--- src/hw/tpwm_pkg.sv ---
// Purpose: shared constants for the pwm / free-running timer channel
// Assumes: axi4-lite slave with 32-bit data, one aligned word per register
// Notes: byte offsets below are the register map seen by software
//
// Notes on behaviour
// - mode field 100 selects pwm, run starts
// - pwm period is period+1, active duty counts
// - only a duty write arms buffer transfer
// - armed values load shadows when counter clears
// - duty zero gives inactive output, both irqs
// - duty period+1 gives active; ffff impossible
// - pwm duty irq when count equals duty
// - mode field 101 selects free-running counting
// - compare on all channels, capture where inputs
// - per-register select bit picks capture or compare
// - run start inverts both outputs in compare
// - count reaching d+1 raises irq, toggles outputs
// - after ffff: wrap irq, flag, zero, continue
// - wrap flag sticky until software clears it
// - free-running compare writes act immediately
// - capture edge copies count, raises irq
// - free-running counter never cleared by events
// - readback register returns current count
package tpwm_pkg;
  localparam int          ADDR_W         = 8;
  // register byte offsets
  localparam logic [7:0]  OFS_CTRL       = 8'h00;
  localparam logic [7:0]  OFS_OPTION     = 8'h04;
  localparam logic [7:0]  OFS_EDGE       = 8'h08;
  localparam logic [7:0]  OFS_PERIOD     = 8'h0c;
  localparam logic [7:0]  OFS_DUTY       = 8'h10;
  localparam logic [7:0]  OFS_COUNT      = 8'h14;
  // field positions
  localparam int          CTRL_RUN_BIT   = 0;
  localparam int          CTRL_MODE_LSB  = 4;
  localparam int          CTRL_MODE_MSB  = 6;
  localparam int          OPT_FLAG_BIT   = 0;
  localparam int          OPT_SEL0_BIT   = 1;
  localparam int          OPT_SEL1_BIT   = 2;
  localparam int          EDGE_CH1_LSB   = 2;
  // mode field encodings
  localparam logic [2:0]  MODE_PWM       = 3'h4;
  localparam logic [2:0]  MODE_FREE      = 3'h5;
  localparam logic [2:0]  MODE_RST       = 3'h0;
  // edge select encodings
  localparam logic [1:0]  EDGE_NONE      = 2'h0;
  localparam logic [1:0]  EDGE_RISE      = 2'h1;
  localparam logic [1:0]  EDGE_FALL      = 2'h2;
  localparam logic [1:0]  EDGE_BOTH      = 2'h3;
  // counter values
  localparam logic [15:0] CNT_ZERO       = 16'h0000;
  localparam logic [15:0] CNT_ONE        = 16'h0001;
  localparam logic [15:0] CNT_MAX        = 16'hffff;
  // bus answers
  localparam logic [1:0]  RESP_OKAY      = 2'h0;
  localparam logic [1:0]  RESP_SLVERR    = 2'h2;
  localparam logic [31:0] DATA_ZERO      = 32'h00000000;

  // merge write data into an old value under byte strobes
  function automatic logic [31:0] tpwm_strb(input logic [31:0] old, input logic [31:0] nw,
                                           input logic [3:0] strb);
    logic [31:0] res;
    res = old;
    for (int i = 0; i < 4; i++) begin
      if (strb[i]) begin
        res[i*8 +: 8] = nw[i*8 +: 8];
      end
    end
    return res;
  endfunction
endpackage

--- src/hw/tpwm_cap_if.sv ---
`timescale 1ns/1ps
// Purpose: carries edge selections and capture pulses between timer and detector
// Assumes: both ends in the aclk domain
// Notes: cap_pulse is combinational, one cycle per detected edge
interface tpwm_cap_if;
  logic [3:0] edge_sel;
  logic [1:0] cap_pulse;
  modport ctrl (output edge_sel, input cap_pulse);
  modport det (input edge_sel, output cap_pulse);
endinterface

--- src/hw/tpwm_timer.sv ---
// Design decisions made here: register access over AXI4-Lite and the register offsets.
`timescale 1ns/1ps
// Purpose: 16-bit timer channel with pwm and free-running capture/compare modes
// Assumes: count clock is aclk gated by ce; axi4-lite register access
// Notes: other mode field values hold the counter stopped
module tpwm_timer
  import tpwm_pkg::*;
(
  input  wire logic              aclk,
  input  wire logic              aresetn,
  input  wire logic              ce,
  input  wire logic [ADDR_W-1:0] s_axi_awaddr,
  input  wire logic              s_axi_awvalid,
  output logic                   s_axi_awready,
  input  wire logic [31:0]       s_axi_wdata,
  input  wire logic [3:0]        s_axi_wstrb,
  input  wire logic              s_axi_wvalid,
  output logic                   s_axi_wready,
  output logic [1:0]             s_axi_bresp,
  output logic                   s_axi_bvalid,
  input  wire logic              s_axi_bready,
  input  wire logic [ADDR_W-1:0] s_axi_araddr,
  input  wire logic              s_axi_arvalid,
  output logic                   s_axi_arready,
  output logic [31:0]            s_axi_rdata,
  output logic [1:0]             s_axi_rresp,
  output logic                   s_axi_rvalid,
  input  wire logic              s_axi_rready,
  input  wire logic [1:0]        capture_trigger_input,
  output logic                   timer_out_zero,
  output logic                   timer_out_one,
  output logic                   period_match_irq,
  output logic                   duty_match_irq,
  output logic                   counter_wrap_irq
);
  // bus slave state
  logic [ADDR_W-1:0] awaddr_ff;
  logic              aw_hold_ff;
  logic [31:0]       wdata_ff;
  logic [3:0]        wstrb_ff;
  logic              w_hold_ff;
  logic              bvalid_ff;
  logic [1:0]        bresp_ff;
  logic              rvalid_ff;
  logic [31:0]       rdata_ff;
  logic [1:0]        rresp_ff;
  // software registers
  logic              counter_run_bit_ff;
  logic [2:0]        timer_mode_field_ff;
  logic              wrap_flag_ff;
  logic [1:0]        capture_select_bit_ff;
  logic [3:0]        edge_sel_ff;
  logic [15:0]       period_compare_reg_ff;
  logic [15:0]       duty_compare_reg_ff;
  // counter core
  logic [15:0]       cnt_ff;
  logic              first_ff;
  logic              armed_ff;
  logic [15:0]       buf0_ff;
  logic [15:0]       buf1_ff;
  logic              out0_ff;
  logic              out1_ff;
  logic              irq0_ff;
  logic              irq1_ff;
  logic              wrap_irq_ff;
  // decode and next values
  logic              do_wr;
  logic              wr_ctrl;
  logic              wr_opt;
  logic              wr_edge;
  logic              wr_period;
  logic              wr_duty;
  logic              wr_err;
  logic [31:0]       rd_data;
  logic              rd_err;
  logic              pwm;
  logic              free;
  logic              tick;
  logic              period_hit;
  logic              load_buf;
  logic              cmp0_hit;
  logic              cmp1_hit;
  logic              wrap_hit;
  logic              cap0;
  logic              cap1;
  logic              toggle_ev;
  logic              flag_clr;
  logic [15:0]       nxt_cnt;
  logic [15:0]       nxt_buf0;
  logic [15:0]       nxt_buf1;
  logic [31:0]       nxt_period;
  logic [31:0]       nxt_duty;

  tpwm_cap_if cap_bus ();

  tpwm_edge_det tpwm_edge_det_inst (
    .aclk                  (aclk),
    .aresetn               (aresetn),
    .ce                    (ce),
    .capture_trigger_input (capture_trigger_input),
    .cap                   (cap_bus.det)
  );

  assign cap_bus.edge_sel = edge_sel_ff;

  // handshake outputs; readies forced low and responses frozen while ce is low
  assign s_axi_awready = ce & ~aw_hold_ff & ~bvalid_ff;
  assign s_axi_wready  = ce & ~w_hold_ff & ~bvalid_ff;
  assign s_axi_arready = ce & ~rvalid_ff;
  assign s_axi_bvalid  = bvalid_ff;
  assign s_axi_bresp   = bresp_ff;
  assign s_axi_rvalid  = rvalid_ff;
  assign s_axi_rdata   = rdata_ff;
  assign s_axi_rresp   = rresp_ff;
  assign do_wr         = ce & aw_hold_ff & w_hold_ff & ~bvalid_ff;

  // write address decode
  always_comb begin
    wr_ctrl   = 1'b0;
    wr_opt    = 1'b0;
    wr_edge   = 1'b0;
    wr_period = 1'b0;
    wr_duty   = 1'b0;
    wr_err    = 1'b0;
    if (awaddr_ff == OFS_CTRL) begin
      wr_ctrl = do_wr;
    end else if (awaddr_ff == OFS_OPTION) begin
      wr_opt = do_wr;
    end else if (awaddr_ff == OFS_EDGE) begin
      wr_edge = do_wr;
    end else if (awaddr_ff == OFS_PERIOD) begin
      wr_period = do_wr;
    end else if (awaddr_ff == OFS_DUTY) begin
      wr_duty = do_wr;
    end else if (awaddr_ff != OFS_COUNT) begin
      wr_err = do_wr;
    end
  end

  // read address decode
  always_comb begin
    rd_data = DATA_ZERO;
    rd_err  = 1'b0;
    if (s_axi_araddr == OFS_CTRL) begin
      rd_data[CTRL_RUN_BIT]                  = counter_run_bit_ff;
      rd_data[CTRL_MODE_MSB:CTRL_MODE_LSB]   = timer_mode_field_ff;
    end else if (s_axi_araddr == OFS_OPTION) begin
      rd_data[OPT_FLAG_BIT]                  = wrap_flag_ff;
      rd_data[OPT_SEL0_BIT]                  = capture_select_bit_ff[0];
      rd_data[OPT_SEL1_BIT]                  = capture_select_bit_ff[1];
    end else if (s_axi_araddr == OFS_EDGE) begin
      rd_data[3:0]                           = edge_sel_ff;
    end else if (s_axi_araddr == OFS_PERIOD) begin
      rd_data[15:0]                          = period_compare_reg_ff;
    end else if (s_axi_araddr == OFS_DUTY) begin
      rd_data[15:0]                          = duty_compare_reg_ff;
    end else if (s_axi_araddr == OFS_COUNT) begin
      rd_data[15:0]                          = cnt_ff;
    end else begin
      rd_err = 1'b1;
    end
  end

  // write channel capture and response
  always_ff @(posedge aclk) begin
    if (!aresetn) begin
      aw_hold_ff <= 1'b0;
      awaddr_ff  <= '0;
      w_hold_ff  <= 1'b0;
      wdata_ff   <= DATA_ZERO;
      wstrb_ff   <= 4'h0;
      bvalid_ff  <= 1'b0;
      bresp_ff   <= RESP_OKAY;
    end else if (ce) begin
      if (s_axi_awvalid && s_axi_awready) begin
        aw_hold_ff <= 1'b1;
        awaddr_ff  <= s_axi_awaddr;
      end
      if (s_axi_wvalid && s_axi_wready) begin
        w_hold_ff <= 1'b1;
        wdata_ff  <= s_axi_wdata;
        wstrb_ff  <= s_axi_wstrb;
      end
      if (do_wr) begin
        aw_hold_ff <= 1'b0;
        w_hold_ff  <= 1'b0;
        bvalid_ff  <= 1'b1;
        bresp_ff   <= wr_err ? RESP_SLVERR : RESP_OKAY;
      end else if (bvalid_ff && s_axi_bready) begin
        bvalid_ff <= 1'b0;
      end
    end
  end

  // read channel, data registered one cycle after address
  always_ff @(posedge aclk) begin
    if (!aresetn) begin
      rvalid_ff <= 1'b0;
      rdata_ff  <= DATA_ZERO;
      rresp_ff  <= RESP_OKAY;
    end else if (ce) begin
      if (s_axi_arvalid && s_axi_arready) begin
        rvalid_ff <= 1'b1;
        rdata_ff  <= rd_data;
        rresp_ff  <= rd_err ? RESP_SLVERR : RESP_OKAY;
      end else if (rvalid_ff && s_axi_rready) begin
        rvalid_ff <= 1'b0;
      end
    end
  end

  // counter core decode
  always_comb begin
    pwm        = timer_mode_field_ff == MODE_PWM;
    free       = timer_mode_field_ff == MODE_FREE;
    tick       = ce & counter_run_bit_ff & (pwm | free);
    period_hit = pwm & ~first_ff & (cnt_ff == buf0_ff);
    load_buf   = period_hit & armed_ff;
    cmp0_hit   = free & ~first_ff & ~capture_select_bit_ff[0] & (cnt_ff == period_compare_reg_ff);
    cmp1_hit   = free & ~first_ff & ~capture_select_bit_ff[1] & (cnt_ff == duty_compare_reg_ff);
    wrap_hit   = free & ~first_ff & (cnt_ff == CNT_MAX);
    cap0       = free & capture_select_bit_ff[0] & cap_bus.cap_pulse[0];
    cap1       = free & capture_select_bit_ff[1] & cap_bus.cap_pulse[1];
    nxt_cnt    = period_hit ? CNT_ZERO : cnt_ff + CNT_ONE;
    nxt_buf0   = load_buf ? period_compare_reg_ff : buf0_ff;
    nxt_buf1   = load_buf ? duty_compare_reg_ff : buf1_ff;
    toggle_ev  = free ? (first_ff | cmp0_hit | cmp1_hit) : period_hit;
    flag_clr   = wr_opt & wstrb_ff[0] & ~wdata_ff[OPT_FLAG_BIT];
    nxt_period = tpwm_strb({16'h0000, period_compare_reg_ff}, wdata_ff, wstrb_ff);
    nxt_duty   = tpwm_strb({16'h0000, duty_compare_reg_ff}, wdata_ff, wstrb_ff);
  end

  // control, option and edge registers
  always_ff @(posedge aclk) begin
    if (!aresetn) begin
      counter_run_bit_ff    <= 1'b0;
      timer_mode_field_ff   <= MODE_RST;
      capture_select_bit_ff <= 2'h0;
      edge_sel_ff           <= {EDGE_NONE, EDGE_NONE};
    end else if (ce) begin
      if (wr_ctrl && wstrb_ff[0]) begin
        counter_run_bit_ff  <= wdata_ff[CTRL_RUN_BIT];
        timer_mode_field_ff <= wdata_ff[CTRL_MODE_MSB:CTRL_MODE_LSB];
      end
      if (wr_opt && wstrb_ff[0]) begin
        capture_select_bit_ff <= {wdata_ff[OPT_SEL1_BIT], wdata_ff[OPT_SEL0_BIT]};
      end
      if (wr_edge && wstrb_ff[0]) begin
        edge_sel_ff <= wdata_ff[3:0];
      end
    end
  end

  // sticky wrap flag, a set beats a same-cycle clear
  always_ff @(posedge aclk) begin
    if (!aresetn) begin
      wrap_flag_ff <= 1'b0;
    end else if (ce) begin
      if (tick && wrap_hit) begin
        wrap_flag_ff <= 1'b1;
      end else if (flag_clr) begin
        wrap_flag_ff <= 1'b0;
      end
    end
  end

  // compare/capture registers; a capture beats a software write
  always_ff @(posedge aclk) begin
    if (!aresetn) begin
      period_compare_reg_ff <= CNT_ZERO;
      duty_compare_reg_ff   <= CNT_ZERO;
    end else if (ce) begin
      if (tick && cap0) begin
        period_compare_reg_ff <= cnt_ff;
      end else if (wr_period) begin
        period_compare_reg_ff <= nxt_period[15:0];
      end
      if (tick && cap1) begin
        duty_compare_reg_ff <= cnt_ff;
      end else if (wr_duty) begin
        duty_compare_reg_ff <= nxt_duty[15:0];
      end
    end
  end

  // buffer transfer arming, only a duty write arms
  always_ff @(posedge aclk) begin
    if (!aresetn) begin
      armed_ff <= 1'b0;
    end else if (ce) begin
      if (wr_duty && pwm) begin
        armed_ff <= 1'b1;
      end else if (tick && load_buf) begin
        armed_ff <= 1'b0;
      end
    end
  end

  // counter and shadow buffers; stopped counter parks at ffff
  always_ff @(posedge aclk) begin
    if (!aresetn) begin
      cnt_ff   <= CNT_MAX;
      first_ff <= 1'b1;
      buf0_ff  <= CNT_ZERO;
      buf1_ff  <= CNT_ZERO;
    end else if (ce) begin
      if (!counter_run_bit_ff) begin
        cnt_ff   <= CNT_MAX;
        first_ff <= 1'b1;
        buf0_ff  <= period_compare_reg_ff;
        buf1_ff  <= duty_compare_reg_ff;
      end else if (tick) begin
        cnt_ff   <= nxt_cnt;
        first_ff <= 1'b0;
        buf0_ff  <= nxt_buf0;
        buf1_ff  <= nxt_buf1;
      end
    end
  end

  // timer outputs
  always_ff @(posedge aclk) begin
    if (!aresetn) begin
      out0_ff <= 1'b0;
      out1_ff <= 1'b0;
    end else if (tick) begin
      out0_ff <= out0_ff ^ toggle_ev;
      if (pwm) begin
        out1_ff <= nxt_cnt < nxt_buf1;
      end else begin
        out1_ff <= out1_ff ^ toggle_ev;
      end
    end
  end

  // interrupt pulses, one count clock each
  always_ff @(posedge aclk) begin
    if (!aresetn) begin
      irq0_ff     <= 1'b0;
      irq1_ff     <= 1'b0;
      wrap_irq_ff <= 1'b0;
    end else if (ce) begin
      irq0_ff     <= tick & (period_hit | cmp0_hit | cap0);
      irq1_ff     <= tick & ((pwm & (nxt_cnt == nxt_buf1)) | cmp1_hit | cap1);
      wrap_irq_ff <= tick & wrap_hit;
    end
  end

  assign timer_out_zero   = out0_ff;
  assign timer_out_one    = out1_ff;
  assign period_match_irq = irq0_ff;
  assign duty_match_irq   = irq1_ff;
  assign counter_wrap_irq = wrap_irq_ff;

  a_pwm_period_wrap: assert property (
    @(posedge aclk) disable iff (!aresetn)
    tick && period_hit |=> cnt_ff == CNT_ZERO && period_match_irq)
    else $error("pwm counter did not clear at period match");

  a_duty_arm_source: assert property (
    @(posedge aclk) disable iff (!aresetn)
    $rose(armed_ff) |-> $past(wr_duty))
    else $error("transfer armed without duty write");

  a_shadow_load: assert property (
    @(posedge aclk) disable iff (!aresetn)
    tick && load_buf |=> buf0_ff == $past(period_compare_reg_ff) && buf1_ff == $past(duty_compare_reg_ff))
    else $error("shadow buffers not loaded at clear");

  a_zero_duty_low: assert property (
    @(posedge aclk) disable iff (!aresetn)
    tick && pwm && !load_buf && buf1_ff == CNT_ZERO |=> !timer_out_one)
    else $error("zero duty output went active");

  a_full_duty_high: assert property (
    @(posedge aclk) disable iff (!aresetn)
    tick && pwm && !load_buf && buf0_ff != CNT_MAX && buf1_ff == buf0_ff + CNT_ONE |=> timer_out_one)
    else $error("full duty output went inactive");

  a_duty_irq_align: assert property (
    @(posedge aclk) disable iff (!aresetn)
    duty_match_irq && pwm && counter_run_bit_ff |-> cnt_ff == buf1_ff)
    else $error("pwm duty irq not on duty count");

  a_cmp_toggle: assert property (
    @(posedge aclk) disable iff (!aresetn)
    tick && cmp0_hit |=> period_match_irq && timer_out_zero != $past(timer_out_zero)
                         && cnt_ff == $past(period_compare_reg_ff) + CNT_ONE)
    else $error("compare match missed irq or toggle");

  a_free_wrap: assert property (
    @(posedge aclk) disable iff (!aresetn)
    tick && wrap_hit |=> counter_wrap_irq && wrap_flag_ff && cnt_ff == CNT_ZERO)
    else $error("wrap did not flag and clear");

  a_flag_sticky: assert property (
    @(posedge aclk) disable iff (!aresetn)
    wrap_flag_ff && !flag_clr |=> wrap_flag_ff)
    else $error("wrap flag dropped without clear");

  a_capture_copy: assert property (
    @(posedge aclk) disable iff (!aresetn)
    tick && cap1 |=> duty_compare_reg_ff == $past(cnt_ff) && duty_match_irq)
    else $error("capture did not copy count");
endmodule

--- src/hw/tpwm_edge_det.sv ---
`timescale 1ns/1ps
// Purpose: valid-edge detection on the two capture trigger inputs
// Assumes: inputs synchronous to aclk
// Notes: edge select none masks the input entirely
module tpwm_edge_det
  import tpwm_pkg::*;
(
  input  wire logic       aclk,
  input  wire logic       aresetn,
  input  wire logic       ce,
  input  wire logic [1:0] capture_trigger_input,
  tpwm_cap_if.det         cap
);
  logic [1:0] prev_ff;

  // decide whether a sample pair is a selected edge
  function automatic logic edge_hit(input logic [1:0] sel, input logic cur, input logic prv);
    logic hit;
    hit = 1'b0;
    if (sel == EDGE_RISE) begin
      hit = cur & ~prv;
    end else if (sel == EDGE_FALL) begin
      hit = ~cur & prv;
    end else if (sel == EDGE_BOTH) begin
      hit = cur ^ prv;
    end
    return hit;
  endfunction

  // previous input levels
  always_ff @(posedge aclk) begin
    if (!aresetn) begin
      prev_ff <= 2'h0;
    end else if (ce) begin
      prev_ff <= capture_trigger_input;
    end
  end

  // per-channel edge pulses
  always_comb begin
    cap.cap_pulse[0] = ce & edge_hit(cap.edge_sel[1:0], capture_trigger_input[0], prev_ff[0]);
    cap.cap_pulse[1] = ce & edge_hit(cap.edge_sel[3:2], capture_trigger_input[1], prev_ff[1]);
  end
endmodule

--- config.mk ---
export PLATFORM = sky130hd
export DESIGN_NAME = tpwm_timer
export DESIGN_NICKNAME = d
export VERILOG_FILES = /design/src/hw/tpwm_pkg.sv /design/src/hw/tpwm_cap_if.sv /design/src/hw/tpwm_timer.sv /design/src/hw/tpwm_edge_det.sv
export SDC_FILE = /design/constraint.sdc
export NUM_CORES = 1
export LEC_CHECK = 0
export ABC_AREA = 1
export BUFFER_PORTS_ARGS = -buffer_cell sky130_fd_sc_hd__buf_2
export CAP_MARGIN = 10
export CORE_MARGIN = 2
export CORE_UTILIZATION = 40
export DETAILED_ROUTE_END_ITERATION = 16
export GPL_TIMING_DRIVEN = 1
export PLACE_DENSITY = 0.66
export SLEW_MARGIN = 5
export SYNTH_ARGS = -nofsm -noshare
export SYNTH_HDL_FRONTEND = slang
export SYNTH_SLANG_ARGS = --single-unit
--- constraint.sdc ---
create_clock -name aclk -period 2.9 [get_ports aclk]
set_input_delay 0.435 -clock aclk [delete_from_list [all_inputs] [get_ports aclk]]
set_output_delay 0.435 -clock aclk [all_outputs]
set_load 0.005 [all_outputs]
== Word level (Yosys, flattened, before mapping) ==
Index checks and enable logic that the tools add are counted.
Word-level totals
  flip-flop bits (word level): 150
  input port bits: 62
  output and inout bits: 46
  logic and storage cells: 238
Cells by class
  $add $sub $neg: 1
  magnitude comparators: 1
  equality and inequality tests: 25
  mux-type cells: 77
  bitwise logic cells: 58
  reductions and logical operators: 46
Operators by type and width (number)
  16-bit 2-to-1 mux: 16
  16-bit equality test: 4
  1-bit 2-to-1 mux: 50
  1-bit bitwise AND: 35
  8-bit by 4-bit equality test with 1-bit output (second input constant): 4
  2-bit AND reduction: 14
  8-bit by 5-bit equality test with 1-bit output (second input constant): 3
  2-bit nonzero test: 12
  16-bit by 1-bit adder with 16-bit output (second input constant): 1
  16-bit equality test (second input constant): 1
  8-bit by 3-bit equality test with 1-bit output (second input constant): 2
  8-bit logical NOT: 2
  16-bit less-than comparator: 1
  8-bit 2-to-1 mux: 2
  3-bit AND reduction: 5
  1-bit logical AND: 13
  13-bit 2-to-1 mux: 1
  12-bit 2-to-1 mux: 1
  1-bit NOT: 12
  3-bit 2-to-1 mux: 3
  9-bit 2-to-1 mux: 1
  2-bit equality test (second input constant): 4
  8-bit by 5-bit != test with 1-bit output (second input constant): 1
  1-bit OR: 7
  other kinds (6): 13

== Logic depth before layout (Yosys ltp) ==
  word-level depth: 11
  depth in mapped cells: 20
  gate-level depth less buffers: 19

== Hierarchy ==
From an unflattened synthesis, not the netlist that was laid out.
Unflattened totals
  cells, all modules: 1327
  area, all modules: 8668.3 µm²
By module, submodules not included
  tpwm_timer: times used 1, cells an instance 1291, area each 8460.6 µm², seq. area each 2922.8 µm²
  tpwm_edge_det: times used 1, cells an instance 36, area each 207.7 µm², seq. area each 40.0 µm²

== Least setup slack after synthesis ==
Ideal clock, no wire load.
  path type: reg2reg
  start: register cnt_ff[1]
  end: register out1_ff (netlist: timer_out_one)
  setup time: 0.120 ns
  arrival time: 2.434 ns
  data required time: 2.780 ns
  path slack: 0.347 ns
  cell stages (with the launch flop): 19
  path buffers: 2
  period minus slack after synthesis: 2.553 ns
  path through: dfxtp_1 -> buf_2 -> inv_1 -> nand2_1 -> nand2_1 -> nor2_1 -> nand2_1 -> nor2_1 -> nand4_1 -> buf_2 -> nand2_1 -> nand2_1 -> ha_1 -> nand2_1 -> o21a_1 -> o21ai_0 -> nand3_1 -> a21boi_0 -> a21oi_1
Between the ends
  cells in the longest elaborated chain, start to end: 7
  elaborated cells on any way between the ends: 16
  those cells by class: 1 x add/sub; 1 x order compare; 3 x eq/ne; 4 x mux; 7 x bitwise
Ends and longest elaborated chain
  start: declaration: line tpwm_timer.sv:56  | logic [15:0] cnt_ff;
  start signal: assignment: line tpwm_timer.sv:313  | cnt_ff <= nxt_cnt;
  branches (longest 6 deep; another with 16-bit by 1-bit adder with 16-bit output)
  1-bit 2-to-1 mux *: line tpwm_timer.sv:328  | if (pwm) begin
  end signal: assignment: line tpwm_timer.sv:329  | out1_ff <= nxt_cnt < nxt_buf1;
  end signal: assignment: line tpwm_timer.sv:331  | out1_ff <= out1_ff ^ toggle_ev;
  end: declaration: line tpwm_timer.sv:62  | logic out1_ff;
Mark *: on every way between the ends.
A chain may end at the register's enable or synchronous reset.

== Worst setup path after layout ==
  start: register cnt_ff[0]
  end: register irq1_ff (netlist: duty_match_irq)
Between the ends
  cells in the longest elaborated chain, start to end: 9
  elaborated cells on any way between the ends: 13
  those cells by class: 1 x add/sub; 3 x eq/ne; 2 x mux; 7 x bitwise
Ends and longest elaborated chain
  branches (longest 6 deep; another with 16-bit by 1-bit adder with 16-bit output)
  1-bit OR * (2 in a row): line tpwm_timer.sv:344  | irq1_ff <= tick & ((pwm & (nxt_cnt == nxt_buf1)) | cmp1_hit | cap1);
  1-bit bitwise AND *: line tpwm_timer.sv:344
  end signal: assignment: line tpwm_timer.sv:344
  end: declaration: line tpwm_timer.sv:64  | logic irq1_ff;
Marks and branches as above.

==> reports/qor.csv <==
stage;metric;value;unit
status;run status;finished clean;
critical_path;largest fanout on the critical path;10;
die;vertical die dimension;150;um
critical_path;data required time at the worst endpoint;3.19;ns
drt;drt pass-1 iters;6;
placement;post-detail-place hpwl;21800;um
synth;number of standard cells after synthesis;1333;
clock_network;Clk pin slew, worst setup/hold paths;0.07;ns
drt;vias post-DR;8976;
drt;drt via density;5.22;
run;reported max-cap violation count;0;
finish;P&R area growth vs syn;18.0;%
placement;routability-driven placement congestion ratio;0.953;
global_routing;routing layer with the top usage in global route;met2;
power_and_ir_drop;Tot Pwr;0.00465;W
die;die area;22500;um^2
drt;violation count after the first detailed-routing iteration;639;
sta;max-slew violation total from the final report;0;
die;total core area;21000;um^2
power_and_ir_drop;part of the total power dissipated in sequential elements;45.4;%
power_and_ir_drop;leakage power figure;4.63;nW
clock_network;clock tree root driver cell;sky130_fd_sc_hd__clkbuf_16;
global_routing;total congestion overflow;0;
power_and_ir_drop;clock network power share;46.7;%
finish;share of cells above drive strength 1;14.4;%
placement;count of port buffers added during placement;71;
power_and_ir_drop;switching component of the power;0.00127;W
finish;FF/Latch Area;2970;um^2
sta;f_max;0.363;GHz
sta;Worst Tran Pin Value;0.676;ns
synth;Yosys cell types;43;
clock_network;TritonCTS sink count;148;
finish;number of antenna diodes;0;
drt;final routed DRC violation total;0;
worst_hold_path;Hold Crit Class;primary input to flip-flop;
clock_network;cts-stage hold buffer count;0;
global_routing;number of antenna violations at the first check in global routing;0;
die;Std-Cell Rows;53;
die;starting density of the core;40.7;%
critical_path;CP endpoint kind;flip-flop;
global_routing;maximum number of pins on one net before global-route repair;68;
placement;placement-stage worst setup slack;0.0728;ns
power_and_ir_drop;Cell Pwr Density;463;nW/um^2
finish;area of the multi-input gates;4710;um^2
synth;top cells by area, synth;sky130_fd_sc_hd__dfxtp_1, sky130_fd_sc_hd__nand2_1, sky130_fd_sc_hd__nor2_1;
sta;final clock period utilization by the worst path;94.9;%
drt;post-route ant nets;0;
global_routing;met2 global-route usage;42.0;%
clock_network;Max clock buf depth;2;
sta;setup slack of the critical path after layout;0.147;ns
power_and_ir_drop;IR drop worst, VDD;385;uV
drt;final WL;28400;um
power_and_ir_drop;Gate power share;8.0;%
global_routing;met1 usage;33.8;%
clock_network;CTS Buf Count;17;
synth;Syn Area/Cell;6.39;um^2
critical_path;type of origin of the critical path;flip-flop;
clock_network;worst-skew pair later-pin latency;0.44;ns
die;die span in x;150;um
sta;worst-case headroom to the max-slew limit;54.9;%
clock_network;clock tree from TritonCTS;done;
drt;post-DR wirelength/cell;16.5;um
synth;Seq/Total Area, Yosys;34.8;%
power_and_ir_drop;fraction of power spent switching nets;27.3;%
critical_path;WS Path Type;flip-flop to flip-flop;
synth;area fraction of the dominant cell type after synthesis;34.8;%
synth;cell taking the most area after synthesis;sky130_fd_sc_hd__dfxtp_1;
synth;Post-synth top flop;sky130_fd_sc_hd__dfxtp_1;
finish;count of nets after finishing;1516;
synth;Yosys warnings;0;
synth;Syn Std Cell Area;8520;um^2
synth;number of flops mapped to enable cells by yosys;0;
synth;share of synthesized registers carrying an async set or reset;0;%
finish;fill count;2195;
die;number of top-level design ports;108;
sta;count of final hold-check violations;0;
sta;shortest clock period the worst path allows after layout;2.75;ns
global_routing;met3 demand-to-capacity share in global routing;4.30;%
global_routing;vias in the first global route;8224;
sta;final setup fails;0;
global_routing;overall fraction of global-route tracks in use;25.6;%
critical_path;data arrival at the endpoint of the critical path;3.05;ns
power_and_ir_drop;Int Pwr;0.00338;W
clock_network;H-tree Lvls;4;
global_routing;wire length of the first global-routing pass;44300;um
sta;worst clock skew;0.0116;ns
synth;#FFs+latches synth;148;
[worst max-delay path: stages (launching register included)]
cell and delay (ns):
sky130_fd_sc_hd__dfxtp_4 0.35, sky130_fd_sc_hd__buf_4 0.15, sky130_fd_sc_hd__nand2_1 0.08, sky130_fd_sc_hd__nand2_1 0.05
sky130_fd_sc_hd__a21oi_1 0.14, sky130_fd_sc_hd__nand2_1 0.11, sky130_fd_sc_hd__nor2_4 0.17, sky130_fd_sc_hd__nand3_4 0.12
sky130_fd_sc_hd__buf_4 0.15, sky130_fd_sc_hd__buf_4 0.17, sky130_fd_sc_hd__nand3_1 0.14, sky130_fd_sc_hd__inv_1 0.06
sky130_fd_sc_hd__ha_1 0.30, sky130_fd_sc_hd__nand2_1 0.10, sky130_fd_sc_hd__nor2_2 0.05, sky130_fd_sc_hd__buf_4 0.14
sky130_fd_sc_hd__a31oi_1 0.16, sky130_fd_sc_hd__nand2_1 0.07, sky130_fd_sc_hd__nand2_1 0.06, sky130_fd_sc_hd__a21oi_1 0.05
[power by group through the flow]
stage | clock (W) | combinational, W | sequential [W]
2_1_floorplan | 0 | 0.000259 | 0.00214
3_3_place_gp | 0 | 0.000355 | 0.00216
3_5_place_dp | 0 | 0.000361 | 0.00216
4_1_cts | 0.00219 | 0.000363 | 0.00211
5_1_grt | 0.00228 | 0.000425 | 0.00212
6_report | 0.00217 | 0.000370 | 0.00211
[per-layer routing]
metal  wire length, um  share of wire (%)
met2             13200                 47
met1             12800                 45
met5                 0                  0
met4               880                3.1
met3              1500                5.3
[path summary, 6_finish.rpt]
path | startpoint | endpoint | slack, ns | cells past startpoint
max reg2reg | cnt_ff[0]$_SDFFE_PN1P_ | duty_match_irq$_SDFFE_PN0P_ | 0.15 | 19
min reg2reg | s_axi_rdata[11]$_SDFFE_PN0P_ | s_axi_rdata[11]$_SDFFE_PN0P_ | 0.46 | 2
min | s_axi_awaddr[3] | awaddr_ff[3]$_SDFFE_PN0P_ | 0.25 | 3
max | cnt_ff[0]$_SDFFE_PN1P_ | duty_match_irq$_SDFFE_PN0P_ | 0.15 | 19
[metrics by stage]
stage / util, % / TNS, ns / hold WS, ns / cell area, um^2 / cells
CTS: 47.5 / 0 / 0.250 / 9960 / 1716
detailed placement: 44.8 / 0 / 0.452 / 9390 / 1684
floorplan: - / 0 / 0.445 / 8580 / 1350
finish: 48.0 / 0 / 0.249 / 10100 / 1721
global placement: 44.8 / 0 / 0.453 / 9390 / 1684
global route: 48.0 / -0.0105 / 0.255 / 10100 / 1721
[state kept, by name, summed over array words and instances, names as in the netlist, 2 cells and up]
signal,cells
timer_mode_field_ff,3
s_axi_rdata,16
wdata_ff,16
buf1_ff,16
awaddr_ff,8
wstrb_ff,2
tpwm_edge_det_inst.prev_ff,2
cnt_ff,16
capture_select_bit_ff,2
cap_bus.edge_sel,4
buf0_ff,16
period_compare_reg_ff,16
duty_compare_reg_ff,16
[layout by cell type (no fill, tap or decap), types with 5 or more instances in the layout]
cell                        instances
sky130_fd_sc_hd__nand2_1          295
sky130_fd_sc_hd__nor2_1           183
sky130_fd_sc_hd__dfxtp_1          143
sky130_fd_sc_hd__inv_1            142
sky130_fd_sc_hd__o21ai_0          130
sky130_fd_sc_hd__a21oi_1          123
sky130_fd_sc_hd__nand3_1           77
sky130_fd_sc_hd__buf_2             71
sky130_fd_sc_hd__buf_4             69
sky130_fd_sc_hd__nand4_1           22
sky130_fd_sc_hd__a211oi_1          22
sky130_fd_sc_hd__ha_1              19
sky130_fd_sc_hd__conb_1            18
sky130_fd_sc_hd__clkbuf_16         17
sky130_fd_sc_hd__nor3_1            12
sky130_fd_sc_hd__o22ai_1           12
sky130_fd_sc_hd__xnor2_1            8
sky130_fd_sc_hd__nor2_2             7
sky130_fd_sc_hd__inv_2              6
sky130_fd_sc_hd__xor2_1             6
sky130_fd_sc_hd__o211ai_1           5
[synthesized netlist by cell type, types with 21 or more instances]
cell                         n
sky130_fd_sc_hd__nand3_1    77
sky130_fd_sc_hd__nand4_1    22
sky130_fd_sc_hd__buf_4      21
sky130_fd_sc_hd__dfxtp_1   148
sky130_fd_sc_hd__ha_1       21
sky130_fd_sc_hd__nand2_1   296
sky130_fd_sc_hd__clkbuf_1   40
sky130_fd_sc_hd__a211oi_1   22
sky130_fd_sc_hd__a21oi_1   123
sky130_fd_sc_hd__nor2_1    190
sky130_fd_sc_hd__o21ai_0   132
sky130_fd_sc_hd__inv_1     143
[cell families after synthesis]
group,after synthesis,synth area share (%)
AO/OA/AOI/OAI,304,19.2
other,1,0.0440
adder cells (fa/ha/maj),21,3.08
flip-flops,148,34.8
buffers and inverters,227,11.2
XOR/XNOR,14,1.44
AND/OR/NAND/NOR,618,30.3
[area by class of cell]
type,instances,area share (%)
clock buffer,20,4.54
clock inverter,12,1.11
inverter,150,5.60
multi-input combinational,975,46.9
sequential,148,29.6
tap,275,3.42
timing repair buffer,141,8.88
[what timing repair did]
action	4_1_cts	5_1_grt
endpoints found under the hold margin	0	0
setup endpoints to repair	0	2
buffers inserted	0	5
resized for setup	0	23
(Power assumes the default switching activity.)
